File: src/fspu_pkg.sv
// Constants shared by the flash self-programming and write-unlock front end.
//
// Overview of operation
// - Upper address register keeps address bits 14..8; bit 7 reads zero.
// - Writing the first word low byte only stores that byte.
// - Writing the first word high byte loads both bytes into the write buffer.
// - After that buffer load the fifteen-bit address pair increments by one.
// - Second, third and fourth word byte registers are plain read/write, reset zero.
// - Pattern 00,04,0D,09,C3,40 goes into second-low through fourth-high in turn.
// - A 300 us timeout runs from unlock start; pattern must finish before it.
// - The timeout counts ticks of the low-speed internal oscillator.
// - Timeout or wrong byte leaves writing disabled and clears the unlock-procedure bit.
// - Correct pattern enables writing, clears unlock-procedure bit, sets write-enabled status.
// - Software clearing write-enabled status disables writing until a new unlock.
// - Page erase clears one page of 64 words.
// - Erase page comes from upper address and lower bits 7..6 only.
// - Mode 000 write, 001 erase, 011 read, 110 unlock, others reserved.
// - Write trigger is set by software and cleared by hardware on completion.
// - Read trigger is set by software and cleared by hardware on completion.
// - Software writing one to write-enabled status has no effect.

`default_nettype none

package fspu_pkg;

	// ------------------------------------------------------------------
	// Register offsets
	// ------------------------------------------------------------------
	localparam logic [7:0] OFS_CTRL = 8'h43;
	localparam logic [7:0] OFS_CHIP_RST = 8'h44;
	localparam logic [7:0] OFS_BUF_CLR = 8'h45;
	localparam logic [7:0] OFS_ADDR_LO = 8'h46;
	localparam logic [7:0] OFS_ADDR_HI = 8'h47;
	localparam logic [7:0] OFS_DATA_FIRST = 8'h48;
	localparam logic [7:0] OFS_DATA_LAST = 8'h4F;
	localparam logic [7:0] OFS_PATTERN_FIRST = 8'h4A;

	// ------------------------------------------------------------------
	// Field positions and values
	// ------------------------------------------------------------------
	localparam int CTL_WEN_BIT = 7;
	localparam int CTL_MODE_LSB = 4;
	localparam int CTL_UNLOCK_BIT = 3;
	localparam int CTL_WRITE_BIT = 2;
	localparam int CTL_RDEN_BIT = 1;
	localparam int CTL_READ_BIT = 0;
	localparam int BUF_CLR_BIT = 0;
	localparam int ADDR_W = 15;
	localparam int ADDR_HI_W = 7;
	localparam int PAGE_LSB = 6;
	localparam int PAGE_WORDS = 64;
	localparam logic [7:0] RST_BYTE = 8'h00;
	localparam logic [7:0] CHIP_RST_KEY = 8'h55;

	localparam logic [2:0] MODE_WRITE = 3'b000;
	localparam logic [2:0] MODE_ERASE = 3'b001;
	localparam logic [2:0] MODE_READ = 3'b011;
	localparam logic [2:0] MODE_UNLOCK = 3'b110;

	// Unlock bytes, first expected byte in the low lane.
	localparam logic [47:0] PATTERN = 48'h40C3090D0400;
	localparam logic [2:0] PATTERN_LAST = 3'h5;

	// ------------------------------------------------------------------
	// Timing
	// ------------------------------------------------------------------
	localparam int TIMEOUT_US = 300;
	localparam int LOW_SPEED_INTERNAL_OSCILLATOR_HZ_DEF = 32000;

	typedef enum logic [1:0] {
		ULK_IDLE = 2'b00,
		ULK_RUN = 2'b01
	} fspu_ulk_e;

	typedef enum logic [1:0] {
		FOP_IDLE = 2'b00,
		FOP_BUSY = 2'b01,
		FOP_FINISH = 2'b11
	} fspu_fop_e;

endpackage

`default_nettype wire

File: src/fspu_core.sv
// Flash self-programming front end: registers, write buffer, unlock checker, flash requests.

`default_nettype none

module fspu_core #(
	parameter int LOW_SPEED_INTERNAL_OSCILLATOR_HZ = fspu_pkg::LOW_SPEED_INTERNAL_OSCILLATOR_HZ_DEF
) (
	input wire logic clk_sys_in,
	input wire logic rst_in,
	input wire logic [7:0] reg_addr_in,
	input wire logic reg_wr_in,
	input wire logic reg_rd_in,
	input wire logic [7:0] reg_wdata_in,
	output logic [7:0] reg_rdata_out,
	input wire logic low_speed_internal_oscillator_tick_in,
	output logic flash_req_out,
	output logic [2:0] flash_op_out,
	output logic [14:0] flash_addr_out,
	output logic flash_wbuf_load_out,
	output logic [15:0] flash_wbuf_data_out,
	output logic flash_wbuf_clear_out,
	input wire logic flash_done_in,
	input wire logic [15:0] flash_rdata_in,
	output logic write_enabled_out,
	output logic chip_reset_out
);

	// ------------------------------------------------------------------
	// Timeout length in oscillator ticks
	// ------------------------------------------------------------------
	// A longest time rounds down, but never below one tick.
	localparam int TICKS_RAW = (fspu_pkg::TIMEOUT_US * LOW_SPEED_INTERNAL_OSCILLATOR_HZ) / 1000000;
	localparam int TICKS = (TICKS_RAW < 1) ? 1 : TICKS_RAW;

	// ------------------------------------------------------------------
	// State
	// ------------------------------------------------------------------
	logic wen_r;
	logic [2:0] mode_r;
	logic unlock_r;
	logic wtrig_r;
	logic rden_r;
	logic rtrig_r;
	logic [7:0] chip_rst_byte_r;
	logic clwb_r;
	logic [14:0] addr_r;
	logic [7:0] data_r [8];
	logic [15:0] wbuf_r;
	fspu_pkg::fspu_ulk_e ulk_r;
	logic [2:0] ulk_idx_r;
	logic [15:0] ulk_ticks_r;
	fspu_pkg::fspu_fop_e fop_r;
	logic fop_is_read_r;

	logic wr_ctrl;
	logic wr_word0_high;
	logic pat_wr;
	logic pat_ok;
	logic ulk_start;
	logic ulk_pass;
	logic ulk_fail;
	logic ulk_expired;
	logic wr_allowed;
	logic rd_allowed;
	logic wtrig_clr;
	logic rtrig_clr;
	logic [7:0] ctrl_view;

	assign wr_ctrl = reg_wr_in && (reg_addr_in == fspu_pkg::OFS_CTRL);
	assign wr_word0_high = reg_wr_in && (reg_addr_in == 8'(fspu_pkg::OFS_DATA_FIRST + 8'h01));

	// ------------------------------------------------------------------
	// Unlock sequence checker
	// ------------------------------------------------------------------
	assign ulk_start = (ulk_r == fspu_pkg::ULK_IDLE) && unlock_r
		&& (mode_r == fspu_pkg::MODE_UNLOCK);
	assign pat_wr = (ulk_r == fspu_pkg::ULK_RUN) && reg_wr_in
		&& (reg_addr_in >= fspu_pkg::OFS_PATTERN_FIRST)
		&& (reg_addr_in <= fspu_pkg::OFS_DATA_LAST);
	// A byte counts only at its own register and with its own value.
	assign pat_ok = (reg_addr_in == 8'(fspu_pkg::OFS_PATTERN_FIRST + {5'h00, ulk_idx_r}))
		&& (reg_wdata_in == fspu_pkg::PATTERN[{ulk_idx_r, 3'b000} +: 8]);
	assign ulk_expired = (ulk_r == fspu_pkg::ULK_RUN) && low_speed_internal_oscillator_tick_in
		&& (ulk_ticks_r >= 16'(TICKS - 1));
	assign ulk_pass = pat_wr && pat_ok && (ulk_idx_r == fspu_pkg::PATTERN_LAST)
		&& !ulk_expired;
	assign ulk_fail = (pat_wr && !pat_ok) || ulk_expired;

	always_ff @(posedge clk_sys_in or posedge rst_in) begin
		if (rst_in) begin
			ulk_r <= fspu_pkg::ULK_IDLE;
			ulk_idx_r <= 3'h0;
			ulk_ticks_r <= 16'h0000;
		end else begin
			case (ulk_r)
				fspu_pkg::ULK_IDLE: begin
					ulk_idx_r <= 3'h0;
					ulk_ticks_r <= 16'h0000;
					if (ulk_start) begin
						ulk_r <= fspu_pkg::ULK_RUN;
					end
				end
				fspu_pkg::ULK_RUN: begin
					// Software dropping the procedure bit abandons the attempt.
					if (ulk_pass || ulk_fail || !unlock_r) begin
						ulk_r <= fspu_pkg::ULK_IDLE;
					end else begin
						if (pat_wr) begin
							ulk_idx_r <= ulk_idx_r + 3'h1;
						end
						if (low_speed_internal_oscillator_tick_in) begin
							ulk_ticks_r <= ulk_ticks_r + 16'h0001;
						end
					end
				end
				default: begin
					ulk_r <= fspu_pkg::ULK_IDLE;
				end
			endcase
		end
	end

	// ------------------------------------------------------------------
	// Control register
	// ------------------------------------------------------------------
	always_ff @(posedge clk_sys_in or posedge rst_in) begin
		if (rst_in) begin
			wen_r <= 1'b0;
		end else if (ulk_pass) begin
			// The hardware set wins over a software clear in the same cycle.
			wen_r <= 1'b1;
		end else if (wr_ctrl && !reg_wdata_in[fspu_pkg::CTL_WEN_BIT]) begin
			wen_r <= 1'b0;
		end
	end

	always_ff @(posedge clk_sys_in or posedge rst_in) begin
		if (rst_in) begin
			mode_r <= 3'b000;
			rden_r <= 1'b0;
		end else if (wr_ctrl) begin
			mode_r <= reg_wdata_in[fspu_pkg::CTL_MODE_LSB +: 3];
			rden_r <= reg_wdata_in[fspu_pkg::CTL_RDEN_BIT];
		end
	end

	always_ff @(posedge clk_sys_in or posedge rst_in) begin
		if (rst_in) begin
			unlock_r <= 1'b0;
		end else if (ulk_pass || ulk_fail) begin
			unlock_r <= 1'b0;
		end else if (wr_ctrl) begin
			unlock_r <= reg_wdata_in[fspu_pkg::CTL_UNLOCK_BIT];
		end
	end

	// Triggers: software may only set them, and a set beats a same-cycle clear.
	always_ff @(posedge clk_sys_in or posedge rst_in) begin
		if (rst_in) begin
			wtrig_r <= 1'b0;
			rtrig_r <= 1'b0;
		end else begin
			if (wtrig_clr) begin
				wtrig_r <= 1'b0;
			end
			if (rtrig_clr) begin
				rtrig_r <= 1'b0;
			end
			if (wr_ctrl && reg_wdata_in[fspu_pkg::CTL_WRITE_BIT]) begin
				wtrig_r <= 1'b1;
			end
			if (wr_ctrl && reg_wdata_in[fspu_pkg::CTL_READ_BIT]) begin
				rtrig_r <= 1'b1;
			end
		end
	end

	// ------------------------------------------------------------------
	// Chip reset key and write buffer clear
	// ------------------------------------------------------------------
	always_ff @(posedge clk_sys_in or posedge rst_in) begin
		if (rst_in) begin
			chip_rst_byte_r <= fspu_pkg::RST_BYTE;
			chip_reset_out <= 1'b0;
		end else begin
			chip_reset_out <= reg_wr_in && (reg_addr_in == fspu_pkg::OFS_CHIP_RST)
				&& (reg_wdata_in == fspu_pkg::CHIP_RST_KEY);
			if (reg_wr_in && (reg_addr_in == fspu_pkg::OFS_CHIP_RST)) begin
				chip_rst_byte_r <= reg_wdata_in;
			end
		end
	end

	// The clear takes one cycle, so the bit is seen set for exactly one cycle.
	always_ff @(posedge clk_sys_in or posedge rst_in) begin
		if (rst_in) begin
			clwb_r <= 1'b0;
		end else if (reg_wr_in && (reg_addr_in == fspu_pkg::OFS_BUF_CLR)
			&& reg_wdata_in[fspu_pkg::BUF_CLR_BIT]) begin
			clwb_r <= 1'b1;
		end else begin
			clwb_r <= 1'b0;
		end
	end

	assign flash_wbuf_clear_out = clwb_r;

	// ------------------------------------------------------------------
	// Address pair
	// ------------------------------------------------------------------
	always_ff @(posedge clk_sys_in or posedge rst_in) begin
		if (rst_in) begin
			addr_r <= 15'h0000;
		end else if (reg_wr_in && (reg_addr_in == fspu_pkg::OFS_ADDR_LO)) begin
			addr_r[7:0] <= reg_wdata_in;
		end else if (reg_wr_in && (reg_addr_in == fspu_pkg::OFS_ADDR_HI)) begin
			addr_r[14:8] <= reg_wdata_in[fspu_pkg::ADDR_HI_W-1:0];
		end else if (wr_word0_high) begin
			addr_r <= addr_r + 15'h0001;
		end
	end

	// ------------------------------------------------------------------
	// Data word bytes
	// ------------------------------------------------------------------
	for (genvar i = 0; i < 8; i++) begin : g_data
		always_ff @(posedge clk_sys_in or posedge rst_in) begin
			if (rst_in) begin
				data_r[i] <= fspu_pkg::RST_BYTE;
			end else if (reg_wr_in
				&& (reg_addr_in == 8'(fspu_pkg::OFS_DATA_FIRST + 8'(i)))) begin
				data_r[i] <= reg_wdata_in;
			end else if ((i < 2) && (fop_r == fspu_pkg::FOP_BUSY) && fop_is_read_r
				&& flash_done_in) begin
				data_r[i] <= flash_rdata_in[8*(i%2) +: 8];
			end
		end
	end

	// Only the high byte write moves data into the buffer, both halves at once.
	always_ff @(posedge clk_sys_in or posedge rst_in) begin
		if (rst_in) begin
			wbuf_r <= 16'h0000;
			flash_wbuf_load_out <= 1'b0;
		end else begin
			flash_wbuf_load_out <= wr_word0_high;
			if (wr_word0_high) begin
				wbuf_r <= {reg_wdata_in, data_r[0]};
			end else if (clwb_r) begin
				wbuf_r <= 16'h0000;
			end
		end
	end

	assign flash_wbuf_data_out = wbuf_r;

	// ------------------------------------------------------------------
	// Flash operation sequencing
	// ------------------------------------------------------------------
	// Write and erase go out only while writing is unlocked.
	assign wr_allowed = wen_r && ((mode_r == fspu_pkg::MODE_WRITE)
		|| (mode_r == fspu_pkg::MODE_ERASE));
	assign rd_allowed = rden_r && (mode_r == fspu_pkg::MODE_READ);
	// A trigger that cannot be honoured is dropped at once so software never hangs on it.
	assign wtrig_clr = (fop_r == fspu_pkg::FOP_FINISH && !fop_is_read_r)
		|| (fop_r == fspu_pkg::FOP_IDLE && wtrig_r && !wr_allowed);
	assign rtrig_clr = (fop_r == fspu_pkg::FOP_FINISH && fop_is_read_r)
		|| (fop_r == fspu_pkg::FOP_IDLE && rtrig_r && !wtrig_r && !rd_allowed);

	always_ff @(posedge clk_sys_in or posedge rst_in) begin
		if (rst_in) begin
			fop_r <= fspu_pkg::FOP_IDLE;
			fop_is_read_r <= 1'b0;
			flash_req_out <= 1'b0;
			flash_op_out <= 3'b000;
			flash_addr_out <= 15'h0000;
		end else begin
			flash_req_out <= 1'b0;
			case (fop_r)
				fspu_pkg::FOP_IDLE: begin
					if (wtrig_r && wr_allowed) begin
						fop_r <= fspu_pkg::FOP_BUSY;
						fop_is_read_r <= 1'b0;
						flash_req_out <= 1'b1;
						flash_op_out <= mode_r;
						if (mode_r == fspu_pkg::MODE_ERASE) begin
							// Page number is address bits 14..6 only.
							flash_addr_out <= {addr_r[14:fspu_pkg::PAGE_LSB],
								6'h00};
						end else begin
							flash_addr_out <= addr_r;
						end
					end else if (rtrig_r && !wtrig_r && rd_allowed) begin
						fop_r <= fspu_pkg::FOP_BUSY;
						fop_is_read_r <= 1'b1;
						flash_req_out <= 1'b1;
						flash_op_out <= mode_r;
						flash_addr_out <= addr_r;
					end
				end
				fspu_pkg::FOP_BUSY: begin
					if (flash_done_in) begin
						fop_r <= fspu_pkg::FOP_FINISH;
					end
				end
				fspu_pkg::FOP_FINISH: begin
					fop_r <= fspu_pkg::FOP_IDLE;
				end
				default: begin
					fop_r <= fspu_pkg::FOP_IDLE;
				end
			endcase
		end
	end

	assign write_enabled_out = wen_r;

	// ------------------------------------------------------------------
	// Register read port
	// ------------------------------------------------------------------
	assign ctrl_view = {wen_r, mode_r, unlock_r, wtrig_r, rden_r, rtrig_r};

	// Unmapped addresses read as zero; data appears the cycle after the strobe.
	always_ff @(posedge clk_sys_in or posedge rst_in) begin
		if (rst_in) begin
			reg_rdata_out <= 8'h00;
		end else if (!reg_rd_in) begin
			reg_rdata_out <= 8'h00;
		end else if (reg_addr_in == fspu_pkg::OFS_CTRL) begin
			reg_rdata_out <= ctrl_view;
		end else if (reg_addr_in == fspu_pkg::OFS_CHIP_RST) begin
			reg_rdata_out <= chip_rst_byte_r;
		end else if (reg_addr_in == fspu_pkg::OFS_BUF_CLR) begin
			reg_rdata_out <= {7'h00, clwb_r};
		end else if (reg_addr_in == fspu_pkg::OFS_ADDR_LO) begin
			reg_rdata_out <= addr_r[7:0];
		end else if (reg_addr_in == fspu_pkg::OFS_ADDR_HI) begin
			reg_rdata_out <= {1'b0, addr_r[14:8]};
		end else if ((reg_addr_in >= fspu_pkg::OFS_DATA_FIRST)
			&& (reg_addr_in <= fspu_pkg::OFS_DATA_LAST)) begin
			reg_rdata_out <= data_r[reg_addr_in[2:0]];
		end else begin
			reg_rdata_out <= 8'h00;
		end
	end

endmodule

`default_nettype wire

File: config.mk
export PLATFORM = sky130hd
export DESIGN_NAME = fspu_core
export DESIGN_NICKNAME = d
export VERILOG_FILES = /design/src/fspu_pkg.sv /design/src/fspu_core.sv
export SDC_FILE = /design/constraint.sdc
export NUM_CORES = 1
export LEC_CHECK = 0
export ABC_AREA = 1
export BUFFER_PORTS_ARGS = -buffer_cell sky130_fd_sc_hd__buf_2
export CAP_MARGIN = 20
export CORE_ASPECT_RATIO = 1.25
export CORE_UTILIZATION = 54
export DETAILED_ROUTE_END_ITERATION = 8
export GPL_TIMING_DRIVEN = 0
export PLACE_DENSITY = 0.74
export SLEW_MARGIN = 20
export SYNTH_ARGS = -nofsm -noshare
export SYNTH_HDL_FRONTEND = slang
export SYNTH_SLANG_ARGS = --single-unit
File: constraint.sdc
create_clock -name clk_sys_in -period 13.4 [get_ports clk_sys_in]
set_input_delay 2.68 -clock clk_sys_in [delete_from_list [all_inputs] [get_ports clk_sys_in]]
set_output_delay 2.68 -clock clk_sys_in [all_outputs]
set_load 0.02 [all_outputs]
---- Word level (Yosys, flattened, before mapping) ----
Index checks and enable logic that the tools add are counted.
storage, ports and cells
  input bits .............................. 38
  output and inout port bits .............. 47
  logic and storage cells ................. 205
  register bits after elaboration ......... 165
cells by class
  bitwise logic cells ..................... 2
  add/sub/neg operators ................... 4
  reduce and logical (&&, ||, !) cells .... 80
  multiplexer cells ....................... 52
  $lt $le $gt $ge ......................... 5
  shift-type cells ........................ 1
  equal/unequal tests ..................... 31
operators with widths
  kind                                                                         count
  8-bit two-way mux                                                            15
  8-bit by 7-bit == test with 1-bit output, second input constant              14
  16-bit two-way mux                                                           4
  48-bit by 7-bit indexed part select with 8-bit output, first input constant  1
  1-bit logical AND                                                            45
  15-bit two-way mux                                                           3
  16-bit one-hot mux with 2 select lines                                       1
  8-bit binary-select mux with 3-bit select                                    1
  2-bit nonzero test                                                           11
  16-bit by 1-bit adder with 16-bit output, second input constant              1
  8-bit == test                                                                2
  16-bit by 4-bit >= comparator with 1-bit output, second input constant       1
  8-bit by 7-bit >= comparator with 1-bit output, second input constant        2
  15-bit by 1-bit adder with 15-bit output, second input constant              1
  1-bit two-way mux                                                            14
  3-bit two-way mux                                                            4
  2-bit != test, second input constant                                         6
  2-bit two-way mux                                                            5
  2-bit AND reduction                                                          5
  7-bit by 3-bit adder with 8-bit output, first input constant                 1
  8-bit by 7-bit <= comparator with 1-bit output, second input constant        1
  1-bit logical NOT                                                            8
  2-bit one-hot mux with 2 select lines                                        2
  7-bit two-way mux                                                            1
  17 further kinds                                                             26

---- Depth between registers and ports, before layout ----
Gate-level depths: netlist of run 1.
  depth after elaboration ................. 11
  gate-level depth with buffers ........... 16
  mapped depth without buffers ............ 15

---- Worst setup path before layout of run 1 ----
Ideal clock, no wire load.
  path kind ............................... input port to flip-flop
  from .................................... input reg_addr_in[5]
  to ...................................... register data_r[63] (netlist bit)
  arrival ................................. 3760 ps
  path slack .............................. 9501 ps
  setup time .............................. 139 ps
  cell stages on the path ................. 8
  required time ........................... 13261 ps
  buffers on the path ..................... 2
  cells stage by stage .................... inv_1 nand2_2 nor2_4 buf_2 nand3_1 buf_2 nand3_1 o221ai_1
on the way
  word-level cells in the longest chain between the ends .. 3
  elaborated cells between the ends (all ways) .. 4
  those cells by class .................... 1 x eq/ne; 1 x mux; 2 x reduce/logical
RTL lines
  item                                                     RTL line          text
  from (decl)                                              fspu_core.sv:10   input wire logic [7:0] reg_addr_in,
  8-bit by 7-bit == test with 1-bit output *               fspu_core.sv:231  && (reg_addr_in == 8'(fspu_pkg::OFS_DATA_FIRST + 8'(i)))) begin
  1-bit logical AND *                                      fspu_core.sv:231
  8-bit two-way mux or 2-bit nonzero test (tied branches)  n/a
  to (signal, indexed assignment)                          fspu_core.sv:229  data_r[i] <= fspu_pkg::RST_BYTE;
  to (signal, indexed assignment)                          fspu_core.sv:232  data_r[i] <= reg_wdata_in;
  to (signal, indexed assignment)                          fspu_core.sv:235  data_r[i] <= flash_rdata_in[8*(i%2) +: 8];
  to (decl)                                                fspu_core.sv:47   logic [7:0] data_r [8];
Mark *: on every way between the ends. The rest lies on a longest branch, timed or not.
A chain may end at the register's enable or synchronous reset.

---- Final worst setup path of run 1 ----
  from .................................... input reg_addr_in[0]
  to ...................................... register reg_rdata_out[7]
on the way
  word-level cells in the longest chain between the ends .. 11
  elaborated cells between the ends (all ways) .. 19
  those cells by class .................... 2 x order compare; 5 x eq/ne; 10 x mux; 1 x bitwise; 1 x reduce/logical
RTL lines
  item                                                                                                    RTL line          text
  parallel branches: the longest is 9 deep, another holds 8-bit by 7-bit >= comparator with 1-bit output  n/a
  8-bit two-way mux *                                                                                     fspu_core.sv:329  end else if (reg_addr_in == fspu_pkg::OFS_CTRL) begin
  8-bit two-way mux *                                                                                     fspu_core.sv:327  end else if (!reg_rd_in) begin
  to (signal assigned)                                                                                    fspu_core.sv:330  reg_rdata_out <= ctrl_view;
  to (signal assigned)                                                                                    fspu_core.sv:332  reg_rdata_out <= chip_rst_byte_r;
  to (signal assigned)                                                                                    fspu_core.sv:334  reg_rdata_out <= {7'h00, clwb_r};
  to (decl)                                                                                               fspu_core.sv:14   output logic [7:0] reg_rdata_out,
Mark *: on every way between the ends. The select of a mux whose other input is x is not followed.

==> summary by stage, run 1 <==
Critical path
Data on the critical path is required at its endpoint by 13790 ps. On the worst path, the slowest cell contributes a delay of 370 ps. The critical path goes through buf_2 -> inv_2 -> nand2_1 -> buf_2 -> o22ai_1 -> o21ai_0 -> nand3_1 -> o211ai_1 -> nand2_1 -> inv_1.

The endpoint type of the worst setup path is a register. Across all register-to-register paths, the minimum setup slack is about 11000 ps. The critical path startpoint category is a primary input. The maximum fanout count along the critical path is 10. The critical path is of the primary input to register type. STA puts the critical path data arrival time at 4490 ps.

Among all stages on the critical path, the largest delay is contributed by o21ai_0.

Synthesis
The net count after synthesis is about 980. For this run, the number of Yosys warnings is 0. The gate count after technology mapping is 930. After Yosys synthesis, XOR and XNOR cells account for 1.43% of the synthesized area. The synthesized area divided by synthesized cell count is roughly 8.5 sq um. The main combinational cell family by area after synthesis is simple AND/OR/NAND/NOR gates. By area the synthesized netlist is led by dfrtp_1 52%, nand2_1 9.6%, o21ai_0 6.6%. The most common flop cell mapped by yosys is dfrtp_1. The synthesized-area fraction occupied by and/or/nand/nor cells is 22.6%.

Of the total synthesized cell area, the portion taken by full adders, half adders and majority gates is 1.42%. After synthesis, the most frequently instantiated cells are 202 x nand2_1, 164 x dfrtp_1, 111 x inv_1. The top cell type's share of synthesized area is ~52%. The most numerous cell in the Yosys netlist is nand2_1. The synthesized netlist occupies a cell area of 0.00794 sq mm.

In this run, distinct cell masters in the synthesized netlist total 47. The synthesized netlist devotes 14.3% of its cell area to compound gates. The cell type with the highest aggregate area in the netlist is dfrtp_1. Counting flops and latches in the post-synthesis netlist gives approximately 160. For this run, the register share of the synthesized area comes to 51.7%.

After synthesis, the share of cell area in mux cells is 0%. Of all flip-flops after synthesis, the portion carrying an async set or reset was between 90% and 100%. The number of enable flip-flop cells after synthesis is 0.

STA
Static timing analysis puts the maximum clock frequency at 0.244 GHz. The final critical-path required period is 4100 ps. Setup violations remaining at the end of the flow were counted as 0.

The final number of hold-violating endpoints was 0. The largest clock skew in the final design is about 11 ps. Dividing the final minimum period by the clock period gives 30.6%. The final-report max-slew violation count came to 0. Setup repair after global routing left no endpoint under its margin.

For the pin with the worst max-slew slack, the measured transition is 761 ps. The post-route setup TNS is 0 ps. The least setup slack across all paths after layout is slightly above 9000 ps. The worst-case headroom to the max-slew limit is ~49%.

Power and ir drop
Cell internal power was estimated by the tool at 876 uW. In this run, the combinational gates consume around 8.7% of the power. For this design the ratio of total power to cell area is about 130 mW/mm^2. The switching part of the total is 24.9%. The analysis attributes to net switching a power of approximately 290 uW. Per report_power, the clock group accounts for around 46% of the total. The worst-case IR drop observed on VDD is 0.000104 V. The cell leakage power is 4.60 nW. In this run, flip-flops and latches consume 45.8% of the power.

Final layout
The number of fill cells is between 1000 and 1500. The area growth from synthesis to layout is 16.5%. The number of antenna diodes in the final layout is 0. For this run, the share of the core covered by cells in the final layout is between 60% and 70%.

The total number of nets in the final design is 1079. The fraction of layout cells with a size suffix above 1 is 18.1%.

Place
Routability-driven placement finished with a final weighted congestion of about 0.94. The number of port buffers is 82. Prior to clock tree synthesis, the placed netlist has a worst setup slack of 8970 ps.

The sum of net half-perimeters after detailed placement is 15.6 mm.

Clock tree
The clock tree from TritonCTS is done. After clock tree synthesis, the clock-pin slew on the worst setup and hold paths is around 60 ps. The root buffer cell is clkbuf_16.

After clock tree synthesis, the repair step resized 0 gates. After clock tree synthesis, the flow added hold-fix buffers numbering 0. The largest buffer count on any clock path is 2. The clock net sink count is 164.

In this run the post-CTS setup repair buffer count came out at 0. The worst-skew pair later-pin latency is 450 ps. The H-tree was split into 4 levels.

The number of buffers added by the clock tree synthesis step is 17.

GRT
The via count of the first global-routing pass was 6779. The overall global routing resource usage is a little under a third. The global-route wire length before repair is between 30 and 40 mm. The number of antenna violations at the first check in global routing was 0. The aggregate global routing overflow is 0.

Entering global routing, the biggest net connects 95 pins.

Drt
The DRC violations left is 0. The detail route stage leaves a number of antenna-violating nets equal to 0. After the first detailed-routing iteration, the DRC count stood at 593.

The first detailed-routing pass took 5 iterations. After detailed routing, the number of vias per cell comes to 5.74. In the final routed layout, each cell accounts on average for roughly 18 um. The number of vias after detailed routing is 7026. The final layout contains routed wiring with a total length of 22.2 mm.

Floorplan
Measured along the x axis, the die boundary spans roughly 110 um. The floorplan step set the die height to 138 um. The floorplan core area is 0.0143 sq mm. The top-level port count is 85.

The initial core utilization is 55.3%. After floorplanning, the core was divided into a little under 50 placement rows. The die covers about 0.015 sq mm.

Flow run
Across the run, the number of max-cap violations was 0.

Status
The run finished with clean final reports.

Min path
The worst min-delay path class is register to register.
[registers in the layout (all words and copies together) (netlist names), 2 cells and up]
register,flops
fop_r,2
reg_rdata_out,8
addr_r,15
flash_op_out,3
ulk_ticks_r,16
flash_wbuf_data_out,16
flash_addr_out,15
mode_r,3
chip_rst_byte_r,8
data_r,64
ulk_idx_r,3
[cell usage in the layout, fill, tap and decap left out, types with 10 or more instances in the layout]
| cell | instances |
|---|---|
| nand2_1 | 202 |
| o221ai_1 | 13 |
| xor2_1 | 10 |
| dfrtp_1 | 164 |
| nand3_1 | 84 |
| o21ai_0 | 105 |
| a21oi_1 | 19 |
| buf_2 | 94 |
| clkbuf_1 | 21 |
| inv_1 | 110 |
| inv_2 | 10 |
| clkbuf_16 | 17 |
| nor2_1 | 34 |
| nor2_2 | 15 |
| o22ai_1 | 28 |
[routing by layer]
layer / routed length (um) / vias up / part of all wire (%) / track usage (%)
met4: 1170 / 0 / 5.3 / 18.3
met5: 0 / - / 0 / 0
met1: 8610 / 3369 / 39 / 36.4
met2: 11000 / 283 / 50 / 51.4
met3: 1400 / 84 / 6.3 / 5.98
li1: - / 3290 / - / -
[final cells by class]
type	count	area, sq um	share of cell area, %
multi-input cells	603	3160	34.1
clock buffers	20	467	5.04
flip-flops and latches	164	4100	44.4
plain buffers	39	208	2.25
inverters	124	478	5.17
clock inverters	12	178	1.92
repair buffers	83	438	4.73
well taps	178	223	2.41
[path summary, 6_finish.rpt]
kind,start,endpoint,depth (start not counted)
max,reg_addr_in[0],reg_rdata_out[7]$_DFF_PP0_,10
min,flash_op_out[0]$_DFFE_PP0P_,flash_op_out[0]$_DFFE_PP0P_,2
max reg2reg,ulk_idx_r[0]$_DFFE_PP0P_,ulk_ticks_r[12]$_DFFE_PP0P_,13
min reg2reg,flash_op_out[0]$_DFFE_PP0P_,flash_op_out[0]$_DFFE_PP0P_,2
max in group asynchronous,rst_in,data_r[61]$_DFFE_PP0P_,3
min in group asynchronous,rst_in,reg_rdata_out[7]$_DFF_PP0_,2
[metrics by stage]
| step | total power [mW] | std cells | area [sq um] | hold slack [ps] |
|---|---|---|---|---|
| after global routing | 1.20 | 1223 | 9250 | 482 |
| after detailed placement | 0.641 | 1191 | 8610 | 453 |
| after floorplan | 0.601 | 930 | 7940 | 446 |
| after global placement | 0.638 | 1190 | 8570 | 451 |
| final | 1.17 | 1223 | 9250 | 465 |
| after CTS | 1.17 | 1223 | 9250 | 470 |
[worst max-delay path, delay by kind of cell]
family	cells	cell delay, ps
buffers and inverters	4	600
AND/OR/NAND/NOR	3	550
AO/OA/AOI/OAI	3	640
[power by group through the flow]
| stage | clock [mW] | sequential (mW) | combinational, mW |
|---|---|---|---|
| global placement | 0 | 0.542 | 0.0966 |
| detailed placement | 0 | 0.542 | 0.0995 |
| global route | 0.554 | 0.536 | 0.111 |
| CTS | 0.533 | 0.533 | 0.100 |
| floorplan | 0 | 0.546 | 0.0550 |
| finish | 0.530 | 0.534 | 0.101 |
[cells by family after synthesis]
group | Yosys count
adder cells (fa/ha/maj) | 9
AO/OA/AOI/OAI | 196
XOR/XNOR | 13
AND/OR/NAND/NOR | 385
flip-flops | 164
buffers and inverters | 163
Note: power is estimated with default switching activity, not from simulation.
==> run 2: changes to the inputs <==
ABC_AREA = 0   (was 1)
clock period = 4.1 ns   (was 13.4 ns; I/O delays follow)
==> run 2 against run 1 <==
Effect of this change:
- cell count shrank 21%
- hold slack is essentially flat
- cell area shrank 1.4%
- clock power grew to 3.1 times the previous value
- register-to-register slack lost 9900 ps
- power grew to 3.1 times the previous value
- largest cell class unchanged
==> summary by stage, run 2 <==
Final layout
The fraction of layout cells with a size suffix above 1 is 27.6% (was 18.1%). The largest register by flop count is data_r (unchanged). The summed area of non-filler cells in the final layout is 0.00913 sq mm (was 0.00925 sq mm).

Most frequent cells in the layout: 164 x dfrtp_1, 92 x nand2_1, 91 x buf_2 (was 202 x nand2_1, 164 x dfrtp_1, 110 x inv_1). The total area of multi-input combinational cells is 0.00350 sq mm (was 0.00316 sq mm). The area growth from synthesis to layout is 16.8% (was 16.5%).

The most common cell after layout, fill and taps aside was dfrtp_1 (was nand2_1). The flip-flop count of the largest register, all copies and words added is 64 (unchanged). The combined flip-flop and latch cell area was 0.00410 sq mm (unchanged). The final core area utilization came to 65.2% (was 64.5%). The final instance count without filler cells came to 971 (was 1223). The count of inserted antenna diode cells is 0 (unchanged). The number of fill cells came to 1081 (was 1247). The total number of nets in the final design is 834 (was 1079).

Synthesis
The total number of yosys warnings came to 0 (unchanged). The most numerous cell in the Yosys netlist is dfrtp_1 (was nand2_1). The most common flop cell mapped by yosys is dfrtp_1 (unchanged). The synthesized area divided by synthesized cell count is 11.4 sq um (was 8.54 sq um). Commonest cells in the netlist: 164 x dfrtp_1, 92 x nand2_1, 63 x o21ai_0 (was 202 x nand2_1, 164 x dfrtp_1, 111 x inv_1).

The cell type with the highest aggregate area in the netlist was dfrtp_1 (unchanged). The number of distinct library cells after synthesis came to 60 (was 47). The number of enable flip-flop cells after synthesis is 0 (unchanged).

The sequential-to-total area share from yosys stat is 52.5% (was 51.7%). The net count after synthesis is 731 (was 977). The synthesized cell area came to 0.00781 sq mm (was 0.00794 sq mm). Leading post-synthesis cells by cell area: dfrtp_1 53%, mux2_2 8.5%, mux4_2 4.6% (was dfrtp_1 52%, nand2_1 9.6%, o21ai_0 6.6%). The top cell type's share of synthesized area is 52.5% (was 51.7%). The gate count after technology mapping is 684 (was 930).

The fraction of synthesis flops using an asynchronous set or reset pin is 100% (unchanged). The count of state elements after synthesis was 164 (unchanged).

Place
The number of port buffers was 79 (was 82). The sum of net half-perimeters after detailed placement is 13.9 mm (was 15.6 mm). The final RePlAce weighted congestion is 0.905 (was 0.940). The instance area at placement is 0.00854 sq mm (was 0.00861 sq mm).

The number of placed instances with taps included is 943 (was 1191). The worst slack after detailed placement is 804 ps (was 8970 ps).

STA
Dividing the final minimum period by the clock period gives 70.8%. The least setup slack across all paths after layout is 1200 ps (was 9300 ps). The transition at the pin with the smallest max-transition slack is 808 ps (was 761 ps). The final number of hold-violating endpoints came to 0 (unchanged). The worst hold slack across all endpoints is 465 ps (about the same).

Subtracting the final worst setup slack from the clock period gives roughly 2900 ps. The worst-case headroom to the max-slew limit is 46.2% (was 49.3%). The setup violation total in the final timing report was 0 (unchanged).

The post-route setup TNS is 0 ps (unchanged). The final-report max-slew violation count is 0 (unchanged). Timing would allow up to 0.345 GHz. Unrepaired setup endpoints after global routing: no (unchanged). The largest clock skew in the final design is 6.75 ps (was 11.1 ps).

Critical path
The highest-delay cell along the critical path is clkbuf_1 (was o21ai_0). The critical path startpoint category is a primary input (unchanged). The critical setup path kind is primary input to register (unchanged). The end of the worst register-to-register path is ulk_ticks_r[13]$_DFFE_PP0P_ (was ulk_ticks_r[12]$_DFFE_PP0P_). The reg2reg setup slack came to 1370 ps (was 11290 ps). The biggest cell delay along the critical path came to 560 ps (was 370 ps). The capture point of the worst path is ulk_ticks_r[13]$_DFFE_PP0P_ (was reg_rdata_out[7]$_DFF_PP0_). The worst reg2reg path startpoint was ulk_idx_r[1]$_DFFE_PP0P_ (was ulk_idx_r[0]$_DFFE_PP0P_).

The arrival time at the worst endpoint is 3210 ps (was 4490 ps). The worst endpoint required time came to 4410 ps (was 13790 ps). Cell chain of the critical path: clkbuf_1 -> inv_1 -> a21oi_1 -> o2111ai_1 -> o31ai_2 -> nand2_1 -> and3_1 (was buf_2 -> inv_2 -> nand2_1 -> buf_2 -> o22ai_1 -> o21ai_0 -> nand3_1 -> o211ai_1 -> nand2_1 -> inv_1). The maximum fanout count along the critical path is 10 (unchanged). The origin of the worst setup path is reg_wdata_in[1] (was reg_addr_in[0]). The length in cells of the worst reg-to-reg path is 8 (was 13). The endpoint type of the worst setup path was a register (unchanged).

Drt
The DRC violations left is 0 (unchanged). The average wire per standard cell was 19.9 um (was 18.1 um). The ratio of routed vias to standard cells is 5.96 (was 5.74).

The first-pass iteration count of the detailed router was 5 (unchanged). The number of vias after detailed routing came to 5785 (was 7026). The first-iteration detailed-routing DRC count is 477 (was 593). The wire length reported by the detailed router is 19.3 mm (was 22.2 mm).

The number of antenna-violating nets in the routed design came to 0 (unchanged).

GRT
The number of antenna violations at the first check in global routing was 0 (unchanged). The pin count of the biggest net entering global routing was 36 (was 95). The via count of the first global-routing pass came to 5868 (was 6779). The global-route wire length before repair came to 30.7 mm (was 35.1 mm). The overall global routing resource usage is 27.9% (was 30.5%). The aggregate global routing overflow is 0 (unchanged).

Clock tree
The number of buffers added by the clock tree synthesis step is 17 (unchanged). The largest buffer count on any clock path is 2 (unchanged). The number of setup buffers added after CTS is 0 (unchanged). The depth of the CTS H-tree is 4 (unchanged).

The number of hold buffers added after cts was 0 (unchanged). The clock tree from TritonCTS is done (unchanged). The post-cts resize count is 0 (unchanged). The clock net sink count came to 164 (unchanged). The root buffer cell is clkbuf_16 (unchanged). The CTS clock-pin slew for the worst setup and hold paths was 60 ps (about the same). The worst-skew pair later-pin latency is 420 ps (was 450 ps).

Floorplan
The top-level port count is 85 (unchanged). The die extent in y came to 136 um (was 138 um). The initial core utilization is 55.8% (was 55.3%).

The number of standard-cell rows in the floorplan is 48 (was 49). The die footprint is 0.0150 sq mm (was 0.0152 sq mm). The die boundary width was 110 um (about the same). The floorplan core area is 0.0140 sq mm (was 0.0143 sq mm).

Min path
The worst min-delay path class is primary input to asynchronous set/reset pin (was register to register).

Power and ir drop
The overall power consumption is 3.65 mW (was 1.17 mW). The worst vdd rail ir drop is 0.000271 V (was 0.000104 V). The cell leakage power is 4.35 nW (was 4.60 nW). The total power density per cell area is 400 mW/mm^2 (was 126 mW/mm^2).

Flow run
The number of max-cap violations was 0 (unchanged).

Status
Outcome: finished, final reports clean (unchanged).
==> run 2: cell count changes after synthesis, moves of 26 or more <==
cell and delta:
inv_1 -98, mux2_2 +59, mux2i_1 +26, nand2_1 -110
nand3_1 -74, o21ai_0 -42
==> run 2: worst min path at each step <==
stage | endpoint | cells after the start
finish | flash_addr_out[10]$_DFFE_PP0P_ | 2
global route | flash_addr_out[3]$_DFFE_PP0P_ | 2
CTS | flash_addr_out[10]$_DFFE_PP0P_ | 2
detailed placement | flash_addr_out[1]$_DFFE_PP0P_ | 2
global placement | data_r[10]$_DFFE_PP0P_ | 2
floorplan | data_r[10]$_DFFE_PP0P_ | 2
==> run 2: layout make-up <==
type                       instances  area share (%)
clock inverter                    11            1.80
tap                              175            2.40
inverter                          15           0.658
clock buffer                      17            4.66
multi-input combinational        472            38.3
buffer                            33            1.69
timing repair buffer              84            5.51
sequential                       164            45.0
==> run 2: cells by family (layout without fill, tap and decap cells) <==
| group | count (synthesis) | in the layout | synth area share (%) |
|---|---|---|---|
| simple gates | 224 | 224 | 15.9 |
| flops | 164 | 164 | 52.5 |
| compound gates | 125 | 125 | 9.55 |
| mux | 101 | 101 | 16.5 |
| buf+inv | 48 | 160 | 2.69 |
| xor+xnor | 13 | 13 | 1.46 |
| fa+ha+maj | 9 | 9 | 1.44 |
==> run 2: power by group <==
group          internal, mW  switching (mW)
logic                 0.110           0.174
clock network          1.00           0.627
registers              1.68          0.0515
==> run 2: worst max-delay path, delay by kind of cell <==
kind,cells,cell delay (ps)
and+or+nand+nor,2,480
AOI/OAI and AO/OA,3,1020
buffers and inverters,2,880
==> run 2: per-layer routing <==
layer | share of wire (%) | routed length (um) | vias to the layer above | GRT usage (%)
met4 | 4.0 | 767 | 0 | 13.5
met5 | 0 | 0 | - | 0
met1 | 42 | 8110 | 2879 | 35.7
met3 | 5.7 | 1100 | 47 | 5.32
li1 | - | - | 2646 | -
met2 | 48 | 9350 | 213 | 45.2
